$ cat src/pkg/vsc_params.svh
`ifndef VSC_PARAMS_SVH
`define VSC_PARAMS_SVH

// Command byte classes (top two bits)
`define VSC_CLS_MODE 2'h0
`define VSC_CLS_DATA 2'h1
`define VSC_CLS_DCTL 2'h2
`define VSC_CLS_ADDR 2'h3

// Data setting operations (low two bits)
`define VSC_OP_WDISP 2'h0
`define VSC_OP_WLAMP 2'h1
`define VSC_OP_RKEY 2'h2
`define VSC_OP_RGPI 2'h3

// Command field positions
`define VSC_NOINC_BIT 2
`define VSC_DISP_ON_BIT 3

// Power-on values
`define VSC_MODE_RST 3'h7
`define VSC_ADDR_RST 5'h00
`define VSC_DIM_RST 3'h0
`define VSC_LAMP_RST 4'hf

// Display RAM and display geometry
`define VSC_RAM_BYTES 5'h16
`define VSC_DIGITS_MAX 11
`define VSC_SEGS_MAX 16
`define VSC_MIN_DIGITS 4'h4
`define VSC_PIN_BUDGET 5'h16
`define VSC_SEG_ONLY_DIGITS 4'h6
`define VSC_KEY_LINES 6
`define VSC_KEY_RETURNS 4
`define VSC_KEY_BYTES 2'h3
`define VSC_SLOT_LAST 4'hf

// Scan timing: oscillator rate against pclk
`define VSC_OSC_KHZ 500
`define VSC_PCLK_KHZ 100000
`define VSC_TICK_DIV (`VSC_PCLK_KHZ / `VSC_OSC_KHZ)

// APB register offsets (byte addresses)
`define VSC_REG_CFG 12'h000
`define VSC_REG_STATUS 12'h004
`define VSC_REG_KEYS 12'h008

`endif

$ cat src/pkg/vsc_pkg.sv
package vsc_pkg;
  `include "vsc_params.svh"

  typedef struct packed {
    logic [2:0] mode;
    logic disp_on;
    logic [2:0] dim;
  } vsc_ctrl_t;

  typedef struct packed {
    logic [1:0] op;
    logic noinc;
    logic [4:0] addr;
  } vsc_data_t;

  typedef enum logic [1:0] {SC_IDLE, SC_DIGIT, SC_KEY} vsc_scan_e;

  // Digits driven in a display mode: 4 .. 11
  function automatic logic [3:0] vsc_ndig(input logic [2:0] mode);
    return `VSC_MIN_DIGITS + {1'b0, mode};
  endfunction

  // Segments in a display mode: 16 down to 11
  function automatic logic [4:0] vsc_nseg(input logic [2:0] mode);
    logic [3:0] d;
    d = vsc_ndig(mode);
    if (d <= `VSC_SEG_ONLY_DIGITS) return 5'h10;
    return `VSC_PIN_BUDGET - {1'b0, d};
  endfunction

  // Lit ticks out of sixteen for each dimming step
  function automatic logic [4:0] vsc_dim_width(input logic [2:0] dim);
    case (dim)
      3'h0: return 5'h01;
      3'h1: return 5'h02;
      3'h2: return 5'h04;
      3'h3: return 5'h0a;
      3'h4: return 5'h0b;
      3'h5: return 5'h0c;
      3'h6: return 5'h0d;
      default: return 5'h0e;
    endcase
  endfunction
endpackage

$ cat src/hw/vsc_top.sv
// Our own choices: the APB slave port and the placing of the registers.
`timescale 1ns/10ps
module vsc_top import vsc_pkg::*; (
  // APB clock and reset
  input wire logic pclk,
  input wire logic presetn,
  // APB slave
  input wire logic psel,
  input wire logic penable,
  input wire logic pwrite,
  input wire logic [11:0] paddr,
  input wire logic [31:0] pwdata,
  output logic [31:0] prdata,
  output logic pready,
  output logic pslverr,
  // Serial link
  input wire logic frame_select,
  input wire logic serial_clock,
  input wire logic serial_din,
  output logic serial_dout_o,
  output logic serial_dout_oe,
  // Display pins
  output logic [10:0] character_position,
  output logic [15:0] segment_out,
  output logic [5:0] scan_drive_line,
  // Key, switch and lamp pins
  input wire logic [3:0] key_return,
  input wire logic [3:0] general_input_pin,
  output logic [3:0] lamp_output
);
  // Pin synchronisers
  logic [1:0] fs_s_q;
  logic [1:0] sck_s_q;
  logic [1:0] sdi_s_q;
  logic [3:0] key_s1_q;
  logic [3:0] key_s2_q;
  logic [3:0] gpi_s1_q;
  logic [3:0] gpi_s2_q;
  logic fs_d_q;
  logic sck_d_q;

  // Serial receiver and transmitter
  logic [2:0] bit_q;
  logic [6:0] sh_q;
  logic first_q;
  logic rd_act_q;
  logic [1:0] rd_idx_q;
  logic sdo_q;

  // Command state
  vsc_ctrl_t ctrl_q;
  vsc_data_t data_q;
  logic [3:0] lamp_q;

  // APB registers
  logic [15:0] cfg_q;
  logic [31:0] prdata_q;
  logic pslverr_q;

  // Scan and memory
  logic [23:0] keys;
  logic [3:0] ram_raddr;
  logic [15:0] ram_rdata;

  always_ff @(posedge pclk or negedge presetn) begin
    if (!presetn) begin
      fs_s_q <= 2'h3;
      sck_s_q <= 2'h3;
      sdi_s_q <= 2'h0;
      key_s1_q <= 4'h0;
      key_s2_q <= 4'h0;
      gpi_s1_q <= 4'h0;
      gpi_s2_q <= 4'h0;
      fs_d_q <= 1'b1;
      sck_d_q <= 1'b1;
    end else begin
      fs_s_q <= {fs_s_q[0], frame_select};
      sck_s_q <= {sck_s_q[0], serial_clock};
      sdi_s_q <= {sdi_s_q[0], serial_din};
      key_s1_q <= key_return;
      key_s2_q <= key_s1_q;
      gpi_s1_q <= general_input_pin;
      gpi_s2_q <= gpi_s1_q;
      fs_d_q <= fs_s_q[1];
      sck_d_q <= sck_s_q[1];
    end
  end

  wire logic fs = fs_s_q[1];
  wire logic sdi = sdi_s_q[1];
  wire logic fs_edge = fs ^ fs_d_q;
  wire logic sck_rise = !fs && sck_s_q[1] && !sck_d_q;
  wire logic sck_fall = !fs && !sck_s_q[1] && sck_d_q;
  wire logic [7:0] rx_byte = {sdi, sh_q};
  wire logic byte_done = sck_rise && (bit_q == 3'h7);

  // Command decode
  // class in top two bits
  wire logic [1:0] cls = rx_byte[7:6];
  wire logic is_cmd = byte_done && first_q && !fs_edge;
  wire logic is_data = byte_done && !first_q && !fs_edge;
  wire logic cmd_mode = is_cmd && (cls == `VSC_CLS_MODE);
  wire logic cmd_data = is_cmd && (cls == `VSC_CLS_DATA);
  wire logic cmd_dctl = is_cmd && (cls == `VSC_CLS_DCTL);
  wire logic cmd_addr = is_cmd && (cls == `VSC_CLS_ADDR);
  wire logic mode_new = cmd_mode && (rx_byte[2:0] != ctrl_q.mode);
  wire logic rd_op = rx_byte[1];

  wire logic addr_ok = (data_q.addr < `VSC_RAM_BYTES);
  wire logic wr_disp = is_data && (data_q.op == `VSC_OP_WDISP) && addr_ok;
  wire logic wr_lamp = is_data && (data_q.op == `VSC_OP_WLAMP);
  wire logic [1:0] ram_wbe = data_q.addr[0] ? 2'h2 : 2'h1;

  // Read byte selection
  wire logic [7:0] key_byte = keys[rd_idx_q * 8 +: 8];
  wire logic [7:0] gpi_byte = {4'h0, gpi_s2_q};
  wire logic [7:0] rd_byte =
    (data_q.op == `VSC_OP_RKEY) ? key_byte : gpi_byte;

  // Serial receiver; any strobe edge starts a fresh frame
  always_ff @(posedge pclk or negedge presetn) begin
    if (!presetn) begin
      bit_q <= 3'h0;
      sh_q <= 7'h0;
      first_q <= 1'b1;
    end else if (fs_edge) begin
      bit_q <= 3'h0;
      sh_q <= 7'h0;
      first_q <= 1'b1;
    end else if (sck_rise) begin
      sh_q <= rx_byte[7:1];
      bit_q <= bit_q + 3'h1;
      if (byte_done) begin
        first_q <= 1'b0;
      end
    end
  end

  // Transmitter: open-drain, so only a zero bit is driven
  always_ff @(posedge pclk or negedge presetn) begin
    if (!presetn) begin
      rd_act_q <= 1'b0;
      rd_idx_q <= 2'h0;
      sdo_q <= 1'b1;
    end else if (fs_edge) begin
      rd_act_q <= 1'b0;
      rd_idx_q <= 2'h0;
      sdo_q <= 1'b1;
    end else begin
      if (cmd_data) begin
        rd_act_q <= rd_op;
        rd_idx_q <= 2'h0;
      end
      if (sck_fall && rd_act_q) begin
        sdo_q <= rd_byte[bit_q];
      end
      if (byte_done && rd_act_q && !first_q) begin
        rd_idx_q <= (rd_idx_q == `VSC_KEY_BYTES - 2'h1) ?
          2'h0 : rd_idx_q + 2'h1;
      end
    end
  end

  assign serial_dout_o = 1'b0;
  assign serial_dout_oe = rd_act_q && !sdo_q;

  // Command and data state
  always_ff @(posedge pclk or negedge presetn) begin
    if (!presetn) begin
      ctrl_q.mode <= `VSC_MODE_RST;
      ctrl_q.disp_on <= 1'b0;
      ctrl_q.dim <= `VSC_DIM_RST;
      data_q.op <= `VSC_OP_WDISP;
      data_q.noinc <= 1'b0;
      data_q.addr <= `VSC_ADDR_RST;
      lamp_q <= `VSC_LAMP_RST;
    end else begin
      if (mode_new) begin
        ctrl_q.mode <= rx_byte[2:0];
        ctrl_q.disp_on <= 1'b0;
      end
      if (cmd_data) begin
        data_q.op <= rx_byte[1:0];
        data_q.noinc <= rx_byte[`VSC_NOINC_BIT];
      end
      if (cmd_addr) begin
        data_q.addr <= rx_byte[4:0];
      end
      if (cmd_dctl) begin
        ctrl_q.disp_on <= rx_byte[`VSC_DISP_ON_BIT];
        ctrl_q.dim <= rx_byte[2:0];
      end
      if (wr_disp && !data_q.noinc) begin
        data_q.addr <= data_q.addr + 5'h1;
      end
      if (wr_lamp) begin
        lamp_q <= rx_byte[3:0];
      end
    end
  end

  assign lamp_output = ~lamp_q;

  // even byte low half, odd high
  vsc_ram u_ram (
    .pclk(pclk),
    .we(wr_disp),
    .wbe(ram_wbe),
    .waddr(data_q.addr[4:1]),
    .wdata(rx_byte),
    .raddr(ram_raddr),
    .rdata_q(ram_rdata)
  );

  vsc_scan u_scan (
    .pclk(pclk),
    .presetn(presetn),
    .tick_div(cfg_q),
    .ctrl(ctrl_q),
    .ram_raddr(ram_raddr),
    .ram_rdata(ram_rdata),
    .key_ret(key_s2_q),
    .grid_q(character_position),
    .seg_q(segment_out),
    .ks_q(scan_drive_line),
    .keys_q(keys)
  );

  // APB slave: zero wait states, data captured in setup phase
  wire logic apb_setup = psel && !penable;
  wire logic apb_wr = psel && penable && pwrite;
  wire logic hit_cfg = (paddr == `VSC_REG_CFG);
  wire logic hit_sta = (paddr == `VSC_REG_STATUS);
  wire logic hit_key = (paddr == `VSC_REG_KEYS);
  wire logic hit_any = hit_cfg || hit_sta || hit_key;
  wire logic [31:0] status_w = {12'h0, lamp_q, !addr_ok, data_q.addr,
    data_q.noinc, data_q.op, ctrl_q.dim, ctrl_q.disp_on, ctrl_q.mode};
  wire logic [31:0] rd_mux =
    hit_cfg ? {16'h0, cfg_q} :
    hit_sta ? status_w :
    hit_key ? {8'h0, keys} : 32'h0;
  wire logic cfg_wr_ok = (pwdata[15:0] != 16'h0);

  always_ff @(posedge pclk or negedge presetn) begin
    if (!presetn) begin
      cfg_q <= 16'(`VSC_TICK_DIV);
      prdata_q <= 32'h0;
      pslverr_q <= 1'b0;
    end else begin
      if (apb_setup) begin
        prdata_q <= pwrite ? 32'h0 : rd_mux;
        pslverr_q <= !hit_any || (pwrite && !hit_cfg);
      end
      // A zero divider would wrap to one scan tick per 65536 cycles, so it is refused
      if (apb_wr && hit_cfg && cfg_wr_ok) begin
        cfg_q <= pwdata[15:0];
      end
    end
  end

  assign prdata = prdata_q;
  assign pready = 1'b1;
  assign pslverr = pslverr_q && psel && penable;
endmodule // vsc_top

$ cat src/hw/vsc_ram.sv
`timescale 1ns/10ps
// Display memory: one 16-bit word per digit, byte writes
module vsc_ram import vsc_pkg::*; #(
  parameter int DEPTH = `VSC_DIGITS_MAX,
  parameter int AW = 4
) (
  // Clock
  input wire logic pclk,
  // Write port
  input wire logic we,
  input wire logic [1:0] wbe,
  input wire logic [AW-1:0] waddr,
  input wire logic [7:0] wdata,
  // Read port
  input wire logic [AW-1:0] raddr,
  output logic [15:0] rdata_q
);
  logic [15:0] mem [DEPTH];

  always_ff @(posedge pclk) begin
    if (we && wbe[0]) begin
      mem[waddr][7:0] <= wdata;
    end
    if (we && wbe[1]) begin
      mem[waddr][15:8] <= wdata;
    end
    rdata_q <= mem[raddr];
  end
endmodule // vsc_ram

$ cat src/hw/vsc_scan.sv
`timescale 1ns/10ps
// Multiplexed refresh and key matrix scan
module vsc_scan import vsc_pkg::*; (
  // Clock and reset
  input wire logic pclk,
  input wire logic presetn,
  // Control
  input wire logic [15:0] tick_div,
  input wire vsc_ctrl_t ctrl,
  // Display memory
  output logic [3:0] ram_raddr,
  input wire logic [15:0] ram_rdata,
  // Pins (key returns already synchronised)
  input wire logic [3:0] key_ret,
  output logic [10:0] grid_q,
  output logic [15:0] seg_q,
  output logic [5:0] ks_q,
  // Key results
  output logic [23:0] keys_q
);
  vsc_scan_e state_q;
  logic [15:0] div_q;
  logic [3:0] pos_q;
  logic [3:0] sub_q;
  logic [23:0] kbuf_q;
  // Slot state delayed one cycle to line up with the registered RAM read
  logic [3:0] pos_p_q;
  logic dig_p_q;
  logic lit_p_q;

  wire logic tick = (div_q >= tick_div - 16'h1);
  wire logic [3:0] ndig = vsc_ndig(ctrl.mode);
  wire logic [4:0] nseg = vsc_nseg(ctrl.mode);
  wire logic [16:0] seg_mask_w = (17'h1 << nseg) - 17'h1;
  wire logic lit = ({1'b0, sub_q} < vsc_dim_width(ctrl.dim));
  wire logic [2:0] ks_idx = sub_q[3:1];
  wire logic ks_act = (ks_idx < 3'(`VSC_KEY_LINES));
  wire logic slot_end = tick && (sub_q == `VSC_SLOT_LAST);

  assign ram_raddr = pos_q;

  always_ff @(posedge pclk or negedge presetn) begin
    if (!presetn) begin
      state_q <= SC_IDLE;
      div_q <= 16'h0;
      pos_q <= 4'h0;
      sub_q <= 4'h0;
    end else if (!ctrl.disp_on) begin
      state_q <= SC_IDLE;
      div_q <= 16'h0;
      pos_q <= 4'h0;
      sub_q <= 4'h0;
    end else begin
      div_q <= tick ? 16'h0 : div_q + 16'h1;
      if (tick) begin
        sub_q <= sub_q + 4'h1;
      end
      case (state_q)
        SC_IDLE: begin
          state_q <= SC_DIGIT;
        end
        SC_DIGIT: begin
          if (slot_end) begin
            if (pos_q >= ndig - 4'h1) begin
              state_q <= SC_KEY;
            end else begin
              pos_q <= pos_q + 4'h1;
            end
          end
        end
        SC_KEY: begin
          if (slot_end) begin
            state_q <= SC_DIGIT;
            pos_q <= 4'h0;
          end
        end
        default: state_q <= SC_IDLE;
      endcase
    end
  end

  always_ff @(posedge pclk or negedge presetn) begin
    if (!presetn) begin
      kbuf_q <= 24'h0;
      keys_q <= 24'h0;
    end else if (state_q == SC_KEY && tick) begin
      if (ks_act && sub_q[0]) begin
        kbuf_q[ks_idx * 4 +: 4] <= key_ret;
      end
      if (sub_q == `VSC_SLOT_LAST) begin
        keys_q <= kbuf_q;
      end
    end
  end

  // Outputs registered so the pins never glitch between slots
  always_ff @(posedge pclk or negedge presetn) begin
    if (!presetn) begin
      grid_q <= 11'h0;
      seg_q <= 16'h0;
      ks_q <= 6'h0;
      pos_p_q <= 4'h0;
      dig_p_q <= 1'b0;
      lit_p_q <= 1'b0;
    end else begin
      pos_p_q <= pos_q;
      dig_p_q <= (state_q == SC_DIGIT);
      lit_p_q <= lit;
      grid_q <= 11'h0;
      seg_q <= 16'h0;
      ks_q <= 6'h0;
      if (dig_p_q) begin
        grid_q <= 11'h1 << pos_p_q;
        if (lit_p_q) begin
          seg_q <= ram_rdata & seg_mask_w[15:0];
        end
      end else if (state_q == SC_KEY && ks_act) begin
        ks_q <= 6'h1 << ks_idx;
        seg_q <= {10'h0, 6'h1 << ks_idx};
      end
    end
  end
endmodule // vsc_scan

$ cat config.mk
export PLATFORM = sky130hd
export DESIGN_NAME = vsc_top
export DESIGN_NICKNAME = d
export VERILOG_FILES = /design/src/pkg/vsc_pkg.sv /design/src/hw/vsc_top.sv /design/src/hw/vsc_ram.sv /design/src/hw/vsc_scan.sv
export VERILOG_INCLUDE_DIRS = /design/src /design/src/pkg
export SDC_FILE = /design/constraint.sdc
export NUM_CORES = 1
export LEC_CHECK = 0
export BUFFER_PORTS_ARGS = -buffer_cell sky130_fd_sc_hd__buf_2
export CORE_MARGIN = 4
export CORE_UTILIZATION = 40
export CTS_CLUSTER_SIZE = 8
export DETAILED_ROUTE_END_ITERATION = 12
export SLEW_MARGIN = 25
export SYNTH_ARGS = -nofsm -noshare
export SYNTH_HDL_FRONTEND = slang
export SYNTH_SLANG_ARGS = --single-unit
$ cat constraint.sdc
create_clock -name pclk -period 4.4 [get_ports pclk]
set_clock_uncertainty 0.15 [all_clocks]
set_input_delay 0.88 -clock pclk [delete_from_list [all_inputs] [get_ports pclk]]
set_output_delay 0.88 -clock pclk [all_outputs]
set_load 0.05 [all_outputs]
==> metrics.csv <==
metric;value;unit
grt_pass1_wl;60.2;mm
yosysWarnings;0;
placed_cell_area;18600;um^2
post-dp-hpwl;25.1;mm
ios;133;
die_w;217;um
setup.worst_path.end_class;flop;
cts_buffer_depth;3;
start_util;40.4;%
worst_slew_pin_slew;0.932;ns
core-area;43100;um^2
firstDrtPassIters;4;
hold_buffers;0;
synth_area;17400;um^2
routed_wl;38.0;mm
grt_usage;16.2;%
grt_max_degree;135;
hp-class;input port to async pin;
cts.sink_count;404;
drtAntennaViolNets;0;
synth-edff-count;176;
drc;0;
synth_top_area_share;30.4;%
worstRegToRegCells;14;
cts-root-buf;clkbuf_16;
critPathLaunchType;flop;
crit_required;4.71;ns
setup_ws;0.353;ns
synth.area.top_cells;edfxtp_1 (30%), dfrtp_1 (28%), mux4_2 (4.3%), mux2_2 (4.2%), ha_1 (2.9%);
gp_congestion;0.830;
die_area;46900;um^2
ys_async_sr_fraction;52.5;%
detail_route.wl_per_cell;18.3;um
n_antenna_cell;0;
cts_buffers;56;
cap_violations;0;
antenna_found_initial;0;
p_leak;8.05;nW
fin_crit;4.05;ns
grt_overflow;0;
vdd_drop_max;0.267;mV
clk_latency;0.59;ns
synth_cells;1303;
drive_gt1_share;23.3;%
crit-reg2reg-launch;cfg_q[4];
grt_pass1_vias;10500;
reg2reg_slack;0.35;ns
num_vias;10500;
outcome;completed;
viasPerCell;5.08;
yosysSeqAreaShare;62.8;%
rsz0062_at_grt;no;
final_nets;1543;
slew_headroom;37.8;%
dominantRegCellSynth;dfrtp_1;
powerDensity;396;nW/um^2
cts_max_level;2;
final_area;20300;um^2
final.setup.tns;0;ns
worstPathArrival;4.35;ns
power;8.06;mW
num-fill-cells;3781;
place_ws;0.189;ns
synth_seq_cells;404;
hold_slack;0.105;ns
fmax;247;MHz
synth_cell_types;73;
path_clk_slew;0.05;ns
syn_to_final_growth;16.9;%
cts_tree;done;
period_share;92.0;%
first_iter_violations;646;
setup_viol;0;
yosysTopAreaCell;edfxtp_1;
r2r-end;u_scan.kbuf_q[7];
finalMaxSlewViolations;0;
num_rows;76;
critPathKind;flop to flop;
numPortBuffers;106;
final-hold-violation-count;0;
die_h;217;um
avgSynthCellArea;13.4;um^2
cp_max_fo;14;
-- cells in the mapped netlist (all sizes together) (14+ instances only) --
library cell	instances
a21oi	24
a22oi	20
and2	18
and3	14
buf	23
clkbuf	41
dfrtp	194
dfstp	18
dfxtp	16
edfxtp	176
ha	41
inv	31
mux2	69
mux2i	47
mux4	33
nand2	115
nand2b	30
nand3	21
nor2	97
nor3	18
nor4	15
o21ai	72
o31ai	16
xnor2	18
xor2	19
-- report_power, final --
part           switching, mW  internal [mW]
Combinational         0.0909         0.0322
Sequential            0.0206           3.94
Clock                   1.53           2.45
-- worst max path at each step --
stage	cells after the start	to	start	slack, ns
detailed placement	13	u_scan.kbuf_q[7]	cfg_q[2]	0.19
global placement	13	u_scan.kbuf_q[5]	cfg_q[4]	0.30
global route	13	u_scan.kbuf_q[2]	cfg_q[2]	0.10
CTS	13	u_scan.kbuf_q[7]	cfg_q[2]	0.17
finish	14	u_scan.kbuf_q[7]	cfg_q[4]	0.35
floorplan	15	u_scan.kbuf_q[12]	cfg_q[4]	0.60
-- registers in the layout (all words and copies together), names as in the netlist, 11 cells and up --
register and cells:
u_scan.grid_q 11, prdata 24, u_scan.keys_q 24, u_ram.mem 176
u_scan.seg_q 16, cfg_q 16, u_scan.div_q 16, u_ram.rdata_q 16
u_scan.kbuf_q 24
-- worst max-delay path, cell delays in order, from the launching register on --
cell and delay [ns]:
dfrtp_1 0.42, nor3_2 0.20, nand2b_1 0.09, nor2_1 0.19, and3_1 0.26, nand2_1 0.08
xor2_1 0.15, ha_1 0.29, nand2_1 0.11, nor4_4 0.36, or4b_4 0.54, and3_4 0.30
nor4b_4 0.26, buf_4 0.19, mux2_2 0.34
-- placed cells by master, fill, tap and decap left out, types with 19 or more instances in the layout --
cell type,n
nor2_1,97
o21ai_0,71
dfrtp_1,191
mux2i_1,47
nand3_1,21
buf_4,28
buf_2,105
ha_1,41
clkbuf_16,57
inv_1,31
nand2_1,115
a22oi_1,20
edfxtp_1,176
mux2_2,65
a21oi_1,24
nand2b_1,30
mux4_2,33
xor2_1,19
clkbuf_1,45
-- metrics by stage --
step           cells  util [%]
2_1_floorplan   1312         -
6_report        2074      47.2
3_3_place_gp    1967      43.3
5_1_grt         2074      47.2
4_1_cts         2072      47.1
3_5_place_dp    1967      43.3
-- logic make-up (layout without fill, tap and decap cells) --
kind of cell,Yosys count,in the layout,synth area share (%)
flip-flops,404,404,62.8
multiplexers,149,149,11.5
adder cells (fa/ha/maj),41,41,2.95
buffers and inverters,95,272,2.35
AO/OA/AOI/OAI,188,188,6.97
AND/OR/NAND/NOR,387,387,11.5
XOR/XNOR,37,37,1.86
other,2,11,0.0432
-- what timing repair did --
| item | 4_1_cts | 5_1_grt |
|---|---|---|
| endpoints found under the setup margin | 0 | 44 |
| gates resized for setup | 0 | 3 |
| endpoints found under the hold margin | 0 | 0 |
| buffers inserted | 0 | 1 |
-- layer usage --
metal	vias to the layer above	global-route usage [%]	share of wire [%]
met5	-	0	0
met2	212	25.5	47
li1	5044	-	-
met4	0	4.52	1.9
met1	5222	23.6	47
met3	56	2.44	4.1
-- cell type report --
cell class                      instances  area, um^2  share of cell area, %
Sequential cell                       404       10900                   53.8
Multi-Input combinational cell        813        6120                   30.1
Clock buffer                          104        1620                   7.98
Timing Repair Buffer                  136         798                   3.92
Tap cell                              585         732                   3.60
Inverter                               31         116                  0.572
Clock inverter                          1        20.0                 0.0984
Power figures use the tool's default switching activity.
